## src/inc/flsg_pkg.sv

```systemverilog
package flsg_pkg;
   // clock and timing
   localparam int CLK_PERIOD_PS = 5000;
   localparam int PUW_NS        = 10000;
   localparam int PUW_CYC       = (PUW_NS * 1000 + CLK_PERIOD_PS - 1)
                                  / CLK_PERIOD_PS;
   localparam int CYCLE_NS      = 1000;
   localparam int CYCLE_CYC     = (CYCLE_NS * 1000 + CLK_PERIOD_PS - 1)
                                  / CLK_PERIOD_PS;
   localparam logic [11:0] PUW_LAST   = 12'(PUW_CYC - 1);
   localparam logic [11:0] CYCLE_LAST = 12'(CYCLE_CYC - 1);

   // opcodes
   localparam logic [7:0] OP_ARM      = 8'h06;
   localparam logic [7:0] OP_DISARM   = 8'h04;
   localparam logic [7:0] OP_RD_STAT  = 8'h05;
   localparam logic [7:0] OP_WR_STAT  = 8'h01;
   localparam logic [7:0] OP_PAGE_WR  = 8'h02;
   localparam logic [7:0] OP_SECT     = 8'h20;
   localparam logic [7:0] OP_HALF     = 8'h52;
   localparam logic [7:0] OP_BLOCK    = 8'hD8;
   localparam logic [7:0] OP_CHIP_A   = 8'hC7;
   localparam logic [7:0] OP_CHIP_B   = 8'h60;
   localparam logic [7:0] OP_SLEEP    = 8'hB9;
   localparam logic [7:0] OP_WAKE     = 8'hAB;

   // status bit positions
   localparam int ST_BUSY = 0;
   localparam int ST_ARM  = 1;
   localparam int ST_BP0  = 2;
   localparam int ST_LOCK = 7;

   // reset values, erased byte and page size
   localparam logic [3:0] BP_RST    = 4'h0;
   localparam logic       LOCK_RST  = 1'b0;
   localparam logic [7:0] ERASED    = 8'hFF;
   localparam logic [8:0] PAGE_SIZE = 9'h100;

   typedef enum logic [2:0] {
      FLSG_PROG  = 3'b000,
      FLSG_SECT  = 3'b001,
      FLSG_HALF  = 3'b010,
      FLSG_BLOCK = 3'b011,
      FLSG_CHIP  = 3'b100
   } flsg_kind_t;

   typedef struct packed {
      flsg_kind_t  kind;
      logic [20:0] addr;
      logic [7:0]  data;
   } flsg_op_t;

   typedef enum logic [1:0] {
      SQ_IDLE  = 2'b00,
      SQ_ISSUE = 2'b01,
      SQ_WAIT  = 2'b10
   } flsg_state_t;
endpackage

```

## src/flsg_write_guard.sv

```systemverilog
`timescale 1ns/1ps
// Summary of operation
// - while supply is low the whole device stays in reset.
// - write-type commands are rejected until the power-up write delay ends.
// - write arm latch starts cleared after power-up.
// - program, erase and status write need the latch set first.
// - latch clears itself when the internal cycle finishes.
// - write-type commands ending mid-byte are discarded.
// - protect values 1..5 guard blocks from the top end; 6 and 7 guard all.
// - protect values 10..14 guard blocks from the bottom end; 8, 9 and 15 guard all.
// - lock and protect bits change only by status write.
// - status write refused when lock bit set and protect pin low.
// - status bits: busy, latch, four protect, reserved, lock.
// - page write programs up to 256 bytes within one page.
// - erase fills sector, half block, block or chip with FFh.
// - busy flag shows while a status write, program or erase runs.
// - select low means active; standby only after cycles finish.
// - sleep command enters deep sleep until the wake command.
// - in deep sleep every command but wake is ignored.
// - opcode first after select falls, bits MSB first on clock rise.
// - address, data and dummy bytes follow; select rise ends it.
// - reads may end after any bit.
// - while busy only status read is honoured.
module flsg_write_guard
(
   // clock and reset
   input  wire logic               core_clk,
   input  wire logic               rst_b,
   // serial pins
   input  wire logic               spi_clk,
   input  wire logic               spi_cs_n,
   input  wire logic               serial_io_line,
   input  wire logic               wp_n,
   output logic                    spi_so,
   output logic                    spi_so_oe,
   // array operation stream
   output flsg_pkg::flsg_op_t      arr_op,
   output logic                    arr_valid,
   input  wire logic               arr_ready,
   // status
   output logic [7:0]              status_byte,
   output logic                    deep_sleep_state,
   output logic                    standby,
   output logic                    write_lockout
);
   function automatic logic prot(input logic [3:0] bp, input logic [4:0] b);
      unique case (bp)
         4'h0: prot = 1'b0;
         4'h1: prot = (b >= 5'h1F);
         4'h2: prot = (b >= 5'h1E);
         4'h3: prot = (b >= 5'h1C);
         4'h4: prot = (b >= 5'h18);
         4'h5: prot = (b >= 5'h10);
         4'hA: prot = (b <= 5'h0F);
         4'hB: prot = (b <= 5'h17);
         4'hC: prot = (b <= 5'h1B);
         4'hD: prot = (b <= 5'h1D);
         4'hE: prot = (b <= 5'h1E);
         default: prot = 1'b1;
      endcase
   endfunction

   ////////////////////////////////////////////////////////////////////////
   // pin synchronisers; stage 1 is read only by stage 2
   logic [3:0] s1_r, s2_r;
   logic       clk_d_r, cs_d_r;
   always_ff @(posedge core_clk or negedge rst_b)
      if (!rst_b)
      begin
         // idle pin levels, so no false edge follows reset
         s1_r    <= 4'hA;
         s2_r    <= 4'hA;
         clk_d_r <= 1'b0;
         cs_d_r  <= 1'b1;
      end
      else
      begin
         s1_r    <= {wp_n, serial_io_line, spi_cs_n, spi_clk};
         s2_r    <= s1_r;
         clk_d_r <= s2_r[0];
         cs_d_r  <= s2_r[1];
      end
   logic sclk, cs_n, si, wp;
   assign sclk = s2_r[0];
   assign cs_n = s2_r[1];
   assign si   = s2_r[2];
   assign wp   = s2_r[3];
   logic clk_rise, clk_fall, cs_fall, cs_rise;
   assign clk_rise = sclk & ~clk_d_r & ~cs_n;
   assign clk_fall = ~sclk & clk_d_r & ~cs_n;
   assign cs_fall  = ~cs_n & cs_d_r;
   assign cs_rise  = cs_n & ~cs_d_r;

   ////////////////////////////////////////////////////////////////////////
   // frame receiver
   logic [7:0]  sh_r, sh_nxt, opc_r, opc_nxt, wdat_r, wdat_nxt;
   logic [7:0]  tx_r, tx_nxt;
   logic [2:0]  bit_r, bit_nxt;
   logic [3:0]  byte_r, byte_nxt;
   logic [23:0] addr_r, addr_nxt;
   logic [8:0]  dcnt_r, dcnt_nxt;
   logic        rd_r, rd_nxt, so_r, so_nxt, oe_r, oe_nxt;
   logic        pb_we;
   logic [7:0]  pb_idx, bval;
   logic [7:0]  pbuf [0:255];
   logic        busy_r, wel_r, lock_r, sleep_r;
   logic [3:0]  bp_r;
   logic [7:0]  stat;
   assign stat = {lock_r, 1'b0, bp_r, wel_r, busy_r};

   always_comb
   begin
      sh_nxt   = sh_r;
      opc_nxt  = opc_r;
      wdat_nxt = wdat_r;
      tx_nxt   = tx_r;
      bit_nxt  = bit_r;
      byte_nxt = byte_r;
      addr_nxt = addr_r;
      dcnt_nxt = dcnt_r;
      rd_nxt   = rd_r;
      so_nxt   = so_r;
      pb_we    = 1'b0;
      pb_idx   = addr_r[7:0] + dcnt_r[7:0];
      bval     = {sh_r[6:0], si};
      if (cs_fall)
      begin
         bit_nxt  = 3'h0;
         byte_nxt = 4'h0;
         dcnt_nxt = 9'h000;
         rd_nxt   = 1'b0;
      end
      else if (clk_rise)
      begin
         sh_nxt  = bval;
         bit_nxt = bit_r + 3'h1;
         if (bit_r == 3'h7)
         begin
            if (byte_r != 4'hF)
               byte_nxt = byte_r + 4'h1;
            if (byte_r == 4'h0)
               opc_nxt = bval;
            else if (byte_r <= 4'h3)
               addr_nxt = {addr_r[15:0], bval};
            if (byte_r == 4'h1)
               wdat_nxt = bval;
            if (byte_r >= 4'h4 && opc_r == flsg_pkg::OP_PAGE_WR && !busy_r)
            begin
               pb_we = 1'b1;
               // length saturates, low bits keep wrapping in the page
               if (dcnt_r[8])
                  dcnt_nxt = {1'b1, dcnt_r[7:0] + 8'h01};
               else
                  dcnt_nxt = dcnt_r + 9'h001;
            end
            if ((byte_r == 4'h0 && bval == flsg_pkg::OP_RD_STAT && !sleep_r)
                || rd_r)
            begin
               rd_nxt = 1'b1;
               tx_nxt = stat;
            end
         end
      end
      else if (clk_fall && rd_r)
      begin
         so_nxt = tx_r[7];
         tx_nxt = {tx_r[6:0], 1'b0};
      end
      oe_nxt = rd_nxt & ~cs_n;
   end

   always_ff @(posedge core_clk or negedge rst_b)
      if (!rst_b)
      begin
         sh_r   <= 8'h00;
         opc_r  <= 8'h00;
         wdat_r <= 8'h00;
         tx_r   <= 8'h00;
         bit_r  <= 3'h0;
         byte_r <= 4'h0;
         addr_r <= 24'h000000;
         dcnt_r <= 9'h000;
         rd_r   <= 1'b0;
         so_r   <= 1'b0;
         oe_r   <= 1'b0;
      end
      else
      begin
         sh_r   <= sh_nxt;
         opc_r  <= opc_nxt;
         wdat_r <= wdat_nxt;
         tx_r   <= tx_nxt;
         bit_r  <= bit_nxt;
         byte_r <= byte_nxt;
         addr_r <= addr_nxt;
         dcnt_r <= dcnt_nxt;
         rd_r   <= rd_nxt;
         so_r   <= so_nxt;
         oe_r   <= oe_nxt;
      end

   // page data kept apart so a torn frame never reaches the array
   always_ff @(posedge core_clk)
      if (pb_we)
         pbuf[pb_idx] <= bval;

   ////////////////////////////////////////////////////////////////////////
   // command commit, sequencer and two-entry output buffer
   flsg_pkg::flsg_state_t st_r, st_nxt;
   flsg_pkg::flsg_op_t    e0_r, e0_nxt, e1_r, e1_nxt, cmd_r, cmd_nxt, push_d;
   logic        v0_r, v0_nxt, v1_r, v1_nxt, push_v;
   logic        busy_nxt, wel_nxt, lock_nxt, sleep_nxt, lko_r, lko_nxt;
   logic        stby_r, stby_nxt;
   logic [3:0]  bp_nxt;
   logic [11:0] tmr_r, tmr_nxt;
   logic [8:0]  icnt_r, icnt_nxt, ilen_r, ilen_nxt;
   logic        whole, blk_p, any_p, erase, chip;

   always_comb
   begin
      st_nxt    = st_r;
      busy_nxt  = busy_r;
      wel_nxt   = wel_r;
      bp_nxt    = bp_r;
      lock_nxt  = lock_r;
      sleep_nxt = sleep_r;
      lko_nxt   = lko_r;
      tmr_nxt   = tmr_r;
      cmd_nxt   = cmd_r;
      icnt_nxt  = icnt_r;
      ilen_nxt  = ilen_r;
      push_v    = 1'b0;
      push_d    = cmd_r;
      whole     = (bit_r == 3'h0);
      blk_p     = prot(bp_r, addr_r[20:16]);
      any_p     = (bp_r != 4'h0);
      chip      = (opc_r == flsg_pkg::OP_CHIP_A)
                  || (opc_r == flsg_pkg::OP_CHIP_B);
      erase     = (opc_r == flsg_pkg::OP_SECT) || (opc_r == flsg_pkg::OP_HALF)
                  || (opc_r == flsg_pkg::OP_BLOCK);
      if (lko_r)
      begin
         if (tmr_r == flsg_pkg::PUW_LAST)
         begin
            lko_nxt = 1'b0;
            tmr_nxt = 12'h000;
         end
         else
            tmr_nxt = tmr_r + 12'h001;
      end
      // anything not matched below leaves state alone
      if (cs_rise && byte_r != 4'h0 && !busy_r)
      begin
         if (sleep_r)
            sleep_nxt = (opc_r != flsg_pkg::OP_WAKE);
         else if (opc_r == flsg_pkg::OP_SLEEP && whole && byte_r == 4'h1)
            sleep_nxt = 1'b1;
         else if (opc_r == flsg_pkg::OP_DISARM && whole)
            wel_nxt = 1'b0;
         else if (opc_r == flsg_pkg::OP_ARM && whole && !lko_r)
            wel_nxt = 1'b1;
         else if (whole && !lko_r && wel_r)
         begin
            if (opc_r == flsg_pkg::OP_WR_STAT && byte_r >= 4'h2
                && !(lock_r && !wp))
            begin
               bp_nxt   = wdat_r[5:2];
               lock_nxt = wdat_r[flsg_pkg::ST_LOCK];
               busy_nxt = 1'b1;
               st_nxt   = flsg_pkg::SQ_WAIT;
            end
            else if (opc_r == flsg_pkg::OP_PAGE_WR && byte_r >= 4'h5
                     && !blk_p)
            begin
               busy_nxt = 1'b1;
               icnt_nxt = 9'h000;
               ilen_nxt = dcnt_r[8] ? flsg_pkg::PAGE_SIZE : dcnt_r;
               cmd_nxt  = '{flsg_pkg::FLSG_PROG, addr_r[20:0], 8'h00};
               st_nxt   = flsg_pkg::SQ_ISSUE;
            end
            else if ((erase && byte_r >= 4'h4 && !blk_p)
                     || (chip && !any_p))
            begin
               busy_nxt = 1'b1;
               icnt_nxt = 9'h000;
               ilen_nxt = 9'h001;
               cmd_nxt.addr = addr_r[20:0];
               cmd_nxt.data = flsg_pkg::ERASED;
               cmd_nxt.kind = chip ? flsg_pkg::FLSG_CHIP
                            : (opc_r == flsg_pkg::OP_SECT) ? flsg_pkg::FLSG_SECT
                            : (opc_r == flsg_pkg::OP_HALF) ? flsg_pkg::FLSG_HALF
                            : flsg_pkg::FLSG_BLOCK;
               st_nxt   = flsg_pkg::SQ_ISSUE;
            end
         end
      end
      unique case (st_r)
         flsg_pkg::SQ_IDLE:
            ;
         flsg_pkg::SQ_ISSUE:
         begin
            push_d = cmd_r;
            if (cmd_r.kind == flsg_pkg::FLSG_PROG)
            begin
               // stays inside the page: low address byte wraps
               push_d.addr = {cmd_r.addr[20:8], cmd_r.addr[7:0] + icnt_r[7:0]};
               push_d.data = pbuf[cmd_r.addr[7:0] + icnt_r[7:0]];
            end
            if (!v1_r) // buffer full stalls issue
            begin
               push_v   = 1'b1;
               icnt_nxt = icnt_r + 9'h001;
               if (icnt_nxt == ilen_r)
                  st_nxt = flsg_pkg::SQ_WAIT;
            end
         end
         flsg_pkg::SQ_WAIT:
            if (!v0_r)
            begin
               if (tmr_r == flsg_pkg::CYCLE_LAST)
               begin
                  tmr_nxt  = 12'h000;
                  busy_nxt = 1'b0;
                  wel_nxt  = 1'b0;
                  st_nxt   = flsg_pkg::SQ_IDLE;
               end
               else
                  tmr_nxt = tmr_r + 12'h001;
            end
         default:
            st_nxt = flsg_pkg::SQ_IDLE;
      endcase
      // buffer: pop first, then push into the first free slot
      e0_nxt = e0_r;
      e1_nxt = e1_r;
      v0_nxt = v0_r;
      v1_nxt = v1_r;
      if (v0_r && arr_ready)
      begin
         e0_nxt = e1_r;
         v0_nxt = v1_r;
         v1_nxt = 1'b0;
      end
      if (push_v && !v0_nxt)
      begin
         e0_nxt = push_d;
         v0_nxt = 1'b1;
      end
      else if (push_v)
      begin
         e1_nxt = push_d;
         v1_nxt = 1'b1;
      end
      stby_nxt = cs_n && !busy_nxt && !sleep_nxt;
   end

   always_ff @(posedge core_clk or negedge rst_b)
      if (!rst_b)
      begin
         st_r    <= flsg_pkg::SQ_IDLE;
         busy_r  <= 1'b0;
         wel_r   <= 1'b0;
         bp_r    <= flsg_pkg::BP_RST;
         lock_r  <= flsg_pkg::LOCK_RST;
         sleep_r <= 1'b0;
         lko_r   <= 1'b1;
         tmr_r   <= 12'h000;
         cmd_r   <= '0;
         icnt_r  <= 9'h000;
         ilen_r  <= 9'h000;
         e0_r    <= '0;
         e1_r    <= '0;
         v0_r    <= 1'b0;
         v1_r    <= 1'b0;
         stby_r  <= 1'b1;
      end
      else
      begin
         st_r    <= st_nxt;
         busy_r  <= busy_nxt;
         wel_r   <= wel_nxt;
         bp_r    <= bp_nxt;
         lock_r  <= lock_nxt;
         sleep_r <= sleep_nxt;
         lko_r   <= lko_nxt;
         tmr_r   <= tmr_nxt;
         cmd_r   <= cmd_nxt;
         icnt_r  <= icnt_nxt;
         ilen_r  <= ilen_nxt;
         e0_r    <= e0_nxt;
         e1_r    <= e1_nxt;
         v0_r    <= v0_nxt;
         v1_r    <= v1_nxt;
         stby_r  <= stby_nxt;
      end

   assign spi_so           = so_r;
   assign spi_so_oe        = oe_r;
   assign arr_op           = e0_r;
   assign arr_valid        = v0_r;
   assign status_byte      = stat;
   assign deep_sleep_state = sleep_r;
   assign standby          = stby_r;
   assign write_lockout    = lko_r;
endmodule // flsg_write_guard

```

## config.mk

```make
export PLATFORM = sky130hd
export DESIGN_NAME = flsg_write_guard
export DESIGN_NICKNAME = d
export VERILOG_FILES = /design/src/inc/flsg_pkg.sv /design/src/flsg_write_guard.sv
export SDC_FILE = /design/constraint.sdc
export NUM_CORES = 2
export LEC_CHECK = 0
export ABC_CLOCK_PERIOD_IN_PS = 5800
export BUFFER_PORTS_ARGS = -buffer_cell sky130_fd_sc_hd__buf_2
export CAP_MARGIN = 20
export CORE_ASPECT_RATIO = 0.8
export CORE_UTILIZATION = 55
export CTS_BUF_LIST = sky130_fd_sc_hd__clkbuf_4 sky130_fd_sc_hd__clkbuf_8 sky130_fd_sc_hd__clkbuf_16
export CTS_CLUSTER_SIZE = 12
export DETAILED_ROUTE_END_ITERATION = 12
export PLACE_DENSITY = 0.67
export SYNTH_ARGS = -nofsm -noshare
export SYNTH_HDL_FRONTEND = slang
export SYNTH_SLANG_ARGS = --single-unit
```

## constraint.sdc

```tcl
create_clock -name core_clk -period 5.8 [get_ports core_clk]
set_input_delay 0.29 -clock core_clk [delete_from_list [all_inputs] [get_ports core_clk]]
set_output_delay 0.29 -clock core_clk [all_outputs]
set_load 0.01 [all_outputs]
```

==> results.txt <==
The hold violation count in the final report is 0. The clock tree skew after final layout came out at 0.0369 ns. After Yosys synthesis, and, or, nand and nor cells account for 6.05% of the synthesized area. The final max-slew violation count was 0. The remaining max-slew budget at the tightest pin is 23.0%. In this run, the number of DRC markers left after iteration 0 of detailed routing was 6602. TritonCTS built the clock tree. Data arrives at the worst endpoint at 5.46 ns. The setup path with the least slack is of type register to register.

Setup repair after global routing left no endpoint under its margin. The pin count of the biggest net entering global routing is 203. The sort of element at the end of the critical path is a register. The area of the core came out at 0.162 mm². The class of the tightest hold or removal check is input port to register. The critical-path cell with the highest stage delay is sky130_fd_sc_hd__xor2_4.

On the critical path the largest part of the delay comes from compound AO/OA/AOI/OAI gates. Wires add up to 228 mm. After synthesis the netlist holds a flip-flop and latch count of 2259.

The first-pass detailed-route iteration total came out at 6. The global route total overflow came out at 0. The number of routed nets with antenna violations is 0. The dominant combinational cell family by area after synthesis is multiplexers.

By instance count, the cell type seen most on the critical path is sky130_fd_sc_hd__mux2i_1. The overall die width is 455 µm. The largest driver fanout on the critical path came out at 46. The initial utilization of the core area, before any placement, comes to 55.6%. In the final layout, the share of cells above drive strength 1 is 25.0%. Compared with the post-synthesis result, the final layout area differs by 12.6%.

The number of antenna violations at the first check in global routing is 3. The number of buffer and inverter instances along the worst setup path is 1. At the pin with the least slew margin, the transition time is 1.15 ns. The clock input transition at the sequential cells of the worst setup and hold paths is 0.06 ns. The clock buffer count from CTS came out at 215.

The H-tree level count came out at 4. The shortest clock period the worst path allows after layout came out at 4.76 ns. In the synthesized netlist, mux cells make up 14.1% of the area.

For this design, the sink count on the clock tree is 2259. After detailed routing, the average wire length per cell comes to 30.3 µm. Adding up every negative setup slack in the final design gives 0 ns.

The vertical extent of the die came out at 364 µm. Buffers placed on the I/O ports in this run total 51. In the routed design, unresolved DRC markers number 0.

The synthesized area divided by synthesized cell count is 18.2 µm². The area of the die came out at 0.166 mm². Detailed routing inserted a total of 49200 vias. In the synthesized netlist the dominant register cell turns out to be sky130_fd_sc_hd__edfxtp_1. The cell area after layout came out at 0.102 mm². The post-synthesis cell count came out at 4943.

The number of global-route vias before repair is 47300. In this run the cell area measured after placement is 0.0949 mm². The final net count came out at 5302. The data required time at the worst endpoint came out at 6.50 ns. Pin placement for this block handled 53 I/O pins. The sum of net half-perimeters after detailed placement is 138 mm. The post-detailed-route via-to-cell ratio came out at 6.53. The ratio of total power to cell area came out at 327 mW/mm². The library cells used most frequently in the layout, excluding fill and tap cells, are 2048 x sky130_fd_sc_hd__edfxtp_1, 537 x sky130_fd_sc_hd__nand2_1, 461 x sky130_fd_sc_hd__mux4_2, 310 x sky130_fd_sc_hd__buf_4, 234 x sky130_fd_sc_hd__nor3_1. At the placement stage, the worst setup path has a slack of 1.07 ns. Summing the areas of all compound-gate instances in the mapped netlist gives 3.40% of the synthesized area.

Of the total synthesized cell area, the portion taken by full adders, half adders and majority gates is 0.391%. STA classifies the critical path startpoint as a register. The number of warning messages in the yosys log is 0. The maximum VDD drop came out at 0.342 mV. The buffer depth of the longest clock path is 3. The first global-routing pass estimated 333 mm of wire. The library cell used most frequently in the layout, excluding fill and tap cells, is sky130_fd_sc_hd__edfxtp_1. Clock tree synthesis selected as its root buffer the cell sky130_fd_sc_hd__clkbuf_16. The global placement routability congestion is 0.883. The later-pin clock latency in the skew report came out at 0.85 ns. The analysis attributes to cell leakage a power of 33.7 nW.

The biggest cell delay along the critical path came out at 0.75 ns. Global routing used 27.8% of the available tracks. The number of enable flip-flop cells after synthesis came out at 2048. The number of setup violations in the final report came out at 0. The post-route worst setup slack is 1.04 ns. The share of flip-flops with an asynchronous set or reset after synthesis came out at 9.34%.

The net count of the mapped netlist came out at 4977. The max-cap check violation count is 0. Traced cell by cell, the critical path runs through ha_4 -> fa_4 -> xor2_4 -> buf_12 -> mux4_2 -> mux2i_1 -> mux2i_1 -> a221o_1 -> a211o_1 -> a32oi_1 -> o21ai_0.

The sequential area share after synthesis is 74.0%. The cell row count is 132. The count of unique library cells instantiated by Yosys is 83. The total inserted antenna cells is 0. The flow ran to the end, and the final reports show no timing, DRC or antenna violations.

After Yosys synthesis, XOR and XNOR cells account for 0.455% of the synthesized area. The final cycle utilization of the critical path is 82.1%. The cell area after synthesis is 0.0902 mm². Timing would allow up to 0.210 GHz. The final-layout fill cell count came out at 11300.
-- cell families (layout without fill, tap and decap cells) --
| group | after synthesis | count (layout) |
|---|---|---|
| flip-flops | 2259 | 2259 |
| other | 1 | 1 |
| multiplexers | 690 | 690 |
| AND/OR/NAND/NOR | 1156 | 1156 |
| AO/OA/AOI/OAI | 443 | 443 |
| buffers and inverters | 321 | 765 |
| XOR/XNOR | 46 | 46 |
| adder cells (fa/ha/maj) | 27 | 27 |
-- registers in the layout (all words and copies together), names as in the netlist, 2 cells and up --
| signal | count |
|---|---|
| cmd_r | 25 |
| s1_r | 4 |
| opc_r | 8 |
| tx_r | 8 |
| s2_r | 4 |
| st_r | 2 |
| sh_r | 7 |
| arr_op | 32 |
| bp_r | 4 |
| tmr_r | 12 |
| byte_r | 4 |
| icnt_r | 9 |
| ilen_r | 9 |
| bit_r | 3 |
| addr_r | 21 |
| e1_r | 32 |
| dcnt_r | 9 |
| wdat_r | 5 |
| pbuf | 2048 |
-- final timing paths --
path | cells after the start | end | slack [ns] | startpoint
setup / recovery | 11 | e1_r[3] | 1.04 | icnt_r[0]
hold / removal | 2 | s1_r[2] | 0.08 | serial_io_line
setup reg to reg | 11 | e1_r[3] | 1.04 | icnt_r[0]
hold reg to reg | 0 | s2_r[0] | 0.35 | s1_r[0]
max in group asynchronous | 4 | arr_op[15] | 3.78 | rst_b
min in group asynchronous | 3 | e1_r[19] | 0.56 | rst_b
-- report_power, final --
| group | switching, mW | internal, mW | total, mW |
|---|---|---|---|
| clock network | 5.78 | 7.35 | 13.1 |
| logic | 1.05 | 0.0788 | 1.13 |
| registers | 0.204 | 18.7 | 18.9 |
-- stage by stage --
step | utilization, % | hold slack [ns] | std cells | power (mW)
floorplan | - | -0.00559 | 4943 | 19.8
global placement | 58.4 | 0.317 | 7159 | 20.3
detailed placement | 58.5 | 0.318 | 7178 | 20.4
CTS | 62.5 | 0.0265 | 7522 | 33.4
global route | 62.6 | 0.0704 | 7531 | 34.0
finish | 62.6 | 0.0794 | 7531 | 33.2
-- cells in the mapped netlist (7+ instances only) --
master / instances / area share (%)
sky130_fd_sc_hd__xnor2_1: 26 / 0.25
sky130_fd_sc_hd__mux2_2: 63 / 0.79
sky130_fd_sc_hd__nor2_1: 92 / 0.38
sky130_fd_sc_hd__buf_4: 17 / 0.14
sky130_fd_sc_hd__ha_1: 25 / 0.35
sky130_fd_sc_hd__a221oi_1: 9 / 0.087
sky130_fd_sc_hd__dfrtp_1: 204 / 5.7
sky130_fd_sc_hd__o211ai_1: 16 / 0.13
sky130_fd_sc_hd__nor3_1: 237 / 1.3
sky130_fd_sc_hd__mux4_2: 461 / 12
sky130_fd_sc_hd__buf_2: 83 / 0.46
sky130_fd_sc_hd__a22oi_1: 26 / 0.22
sky130_fd_sc_hd__a311oi_1: 23 / 0.22
sky130_fd_sc_hd__xor2_1: 19 / 0.18
sky130_fd_sc_hd__a2111oi_0: 7 / 0.068
sky130_fd_sc_hd__o22ai_1: 31 / 0.22
sky130_fd_sc_hd__edfxtp_1: 2048 / 68
sky130_fd_sc_hd__a221o_1: 8 / 0.089
sky130_fd_sc_hd__nor3_2: 33 / 0.37
sky130_fd_sc_hd__nor4_1: 12 / 0.083
sky130_fd_sc_hd__inv_1: 18 / 0.075
sky130_fd_sc_hd__and2_1: 10 / 0.069
sky130_fd_sc_hd__nand3_1: 113 / 0.63
sky130_fd_sc_hd__a211oi_1: 26 / 0.22
sky130_fd_sc_hd__dfstp_2: 7 / 0.20
sky130_fd_sc_hd__o21ai_0: 86 / 0.48
sky130_fd_sc_hd__nand2_1: 544 / 2.3
sky130_fd_sc_hd__a41oi_1: 7 / 0.068
sky130_fd_sc_hd__mux2i_1: 166 / 1.8
sky130_fd_sc_hd__nor2b_1: 7 / 0.049
sky130_fd_sc_hd__a21o_1: 10 / 0.083
sky130_fd_sc_hd__a32oi_1: 36 / 0.35
sky130_fd_sc_hd__a21oi_1: 50 / 0.28
sky130_fd_sc_hd__clkbuf_1: 170 / 0.71
sky130_fd_sc_hd__and3_1: 39 / 0.27
sky130_fd_sc_hd__or4_1: 14 / 0.12
sky130_fd_sc_hd__o2111ai_1: 7 / 0.068
sky130_fd_sc_hd__buf_1: 33 / 0.14
sky130_fd_sc_hd__a211o_1: 9 / 0.087
sky130_fd_sc_hd__a31oi_1: 53 / 0.37
-- area by class of cell --
class | instances | area [µm²] | share of cell area [%]
flip-flops and latches | 2259 | 66800 | 65.8
multi-input cells | 2363 | 22200 | 21.9
clock buffers | 303 | 6140 | 6.05
repair buffers | 411 | 3310 | 3.26
well taps | 2144 | 2680 | 2.64
clock inverters | 33 | 318 | 0.313
inverters | 18 | 67.6 | 0.0665
-- layer usage --
layer  track usage [%]  wire length (µm)
met1              42.2             94300
met2              40.8            103000
met3              6.28             24100
met4              7.53              6100
met5                 0                13
-- worst reg2reg max path: cells and delay by family, from the launching register on --
family                   cells  cell delay, ns
AO/OA/AOI/OAI                4            1.28
XOR/XNOR                     1            0.75
adder cells (fa/ha/maj)      2            0.72
buffers and inverters        1            0.38
flip-flops                   1            0.48
multiplexers                 3            1.02
-- repair_timing --
item / 4_1_cts / 5_1_grt
hold buffers: 8 / 0
hold endpoints to repair: 84 / 0
setup buffers: 0 / 0
gates resized for setup: 0 / 0
Power figures use the tool's default switching activity.
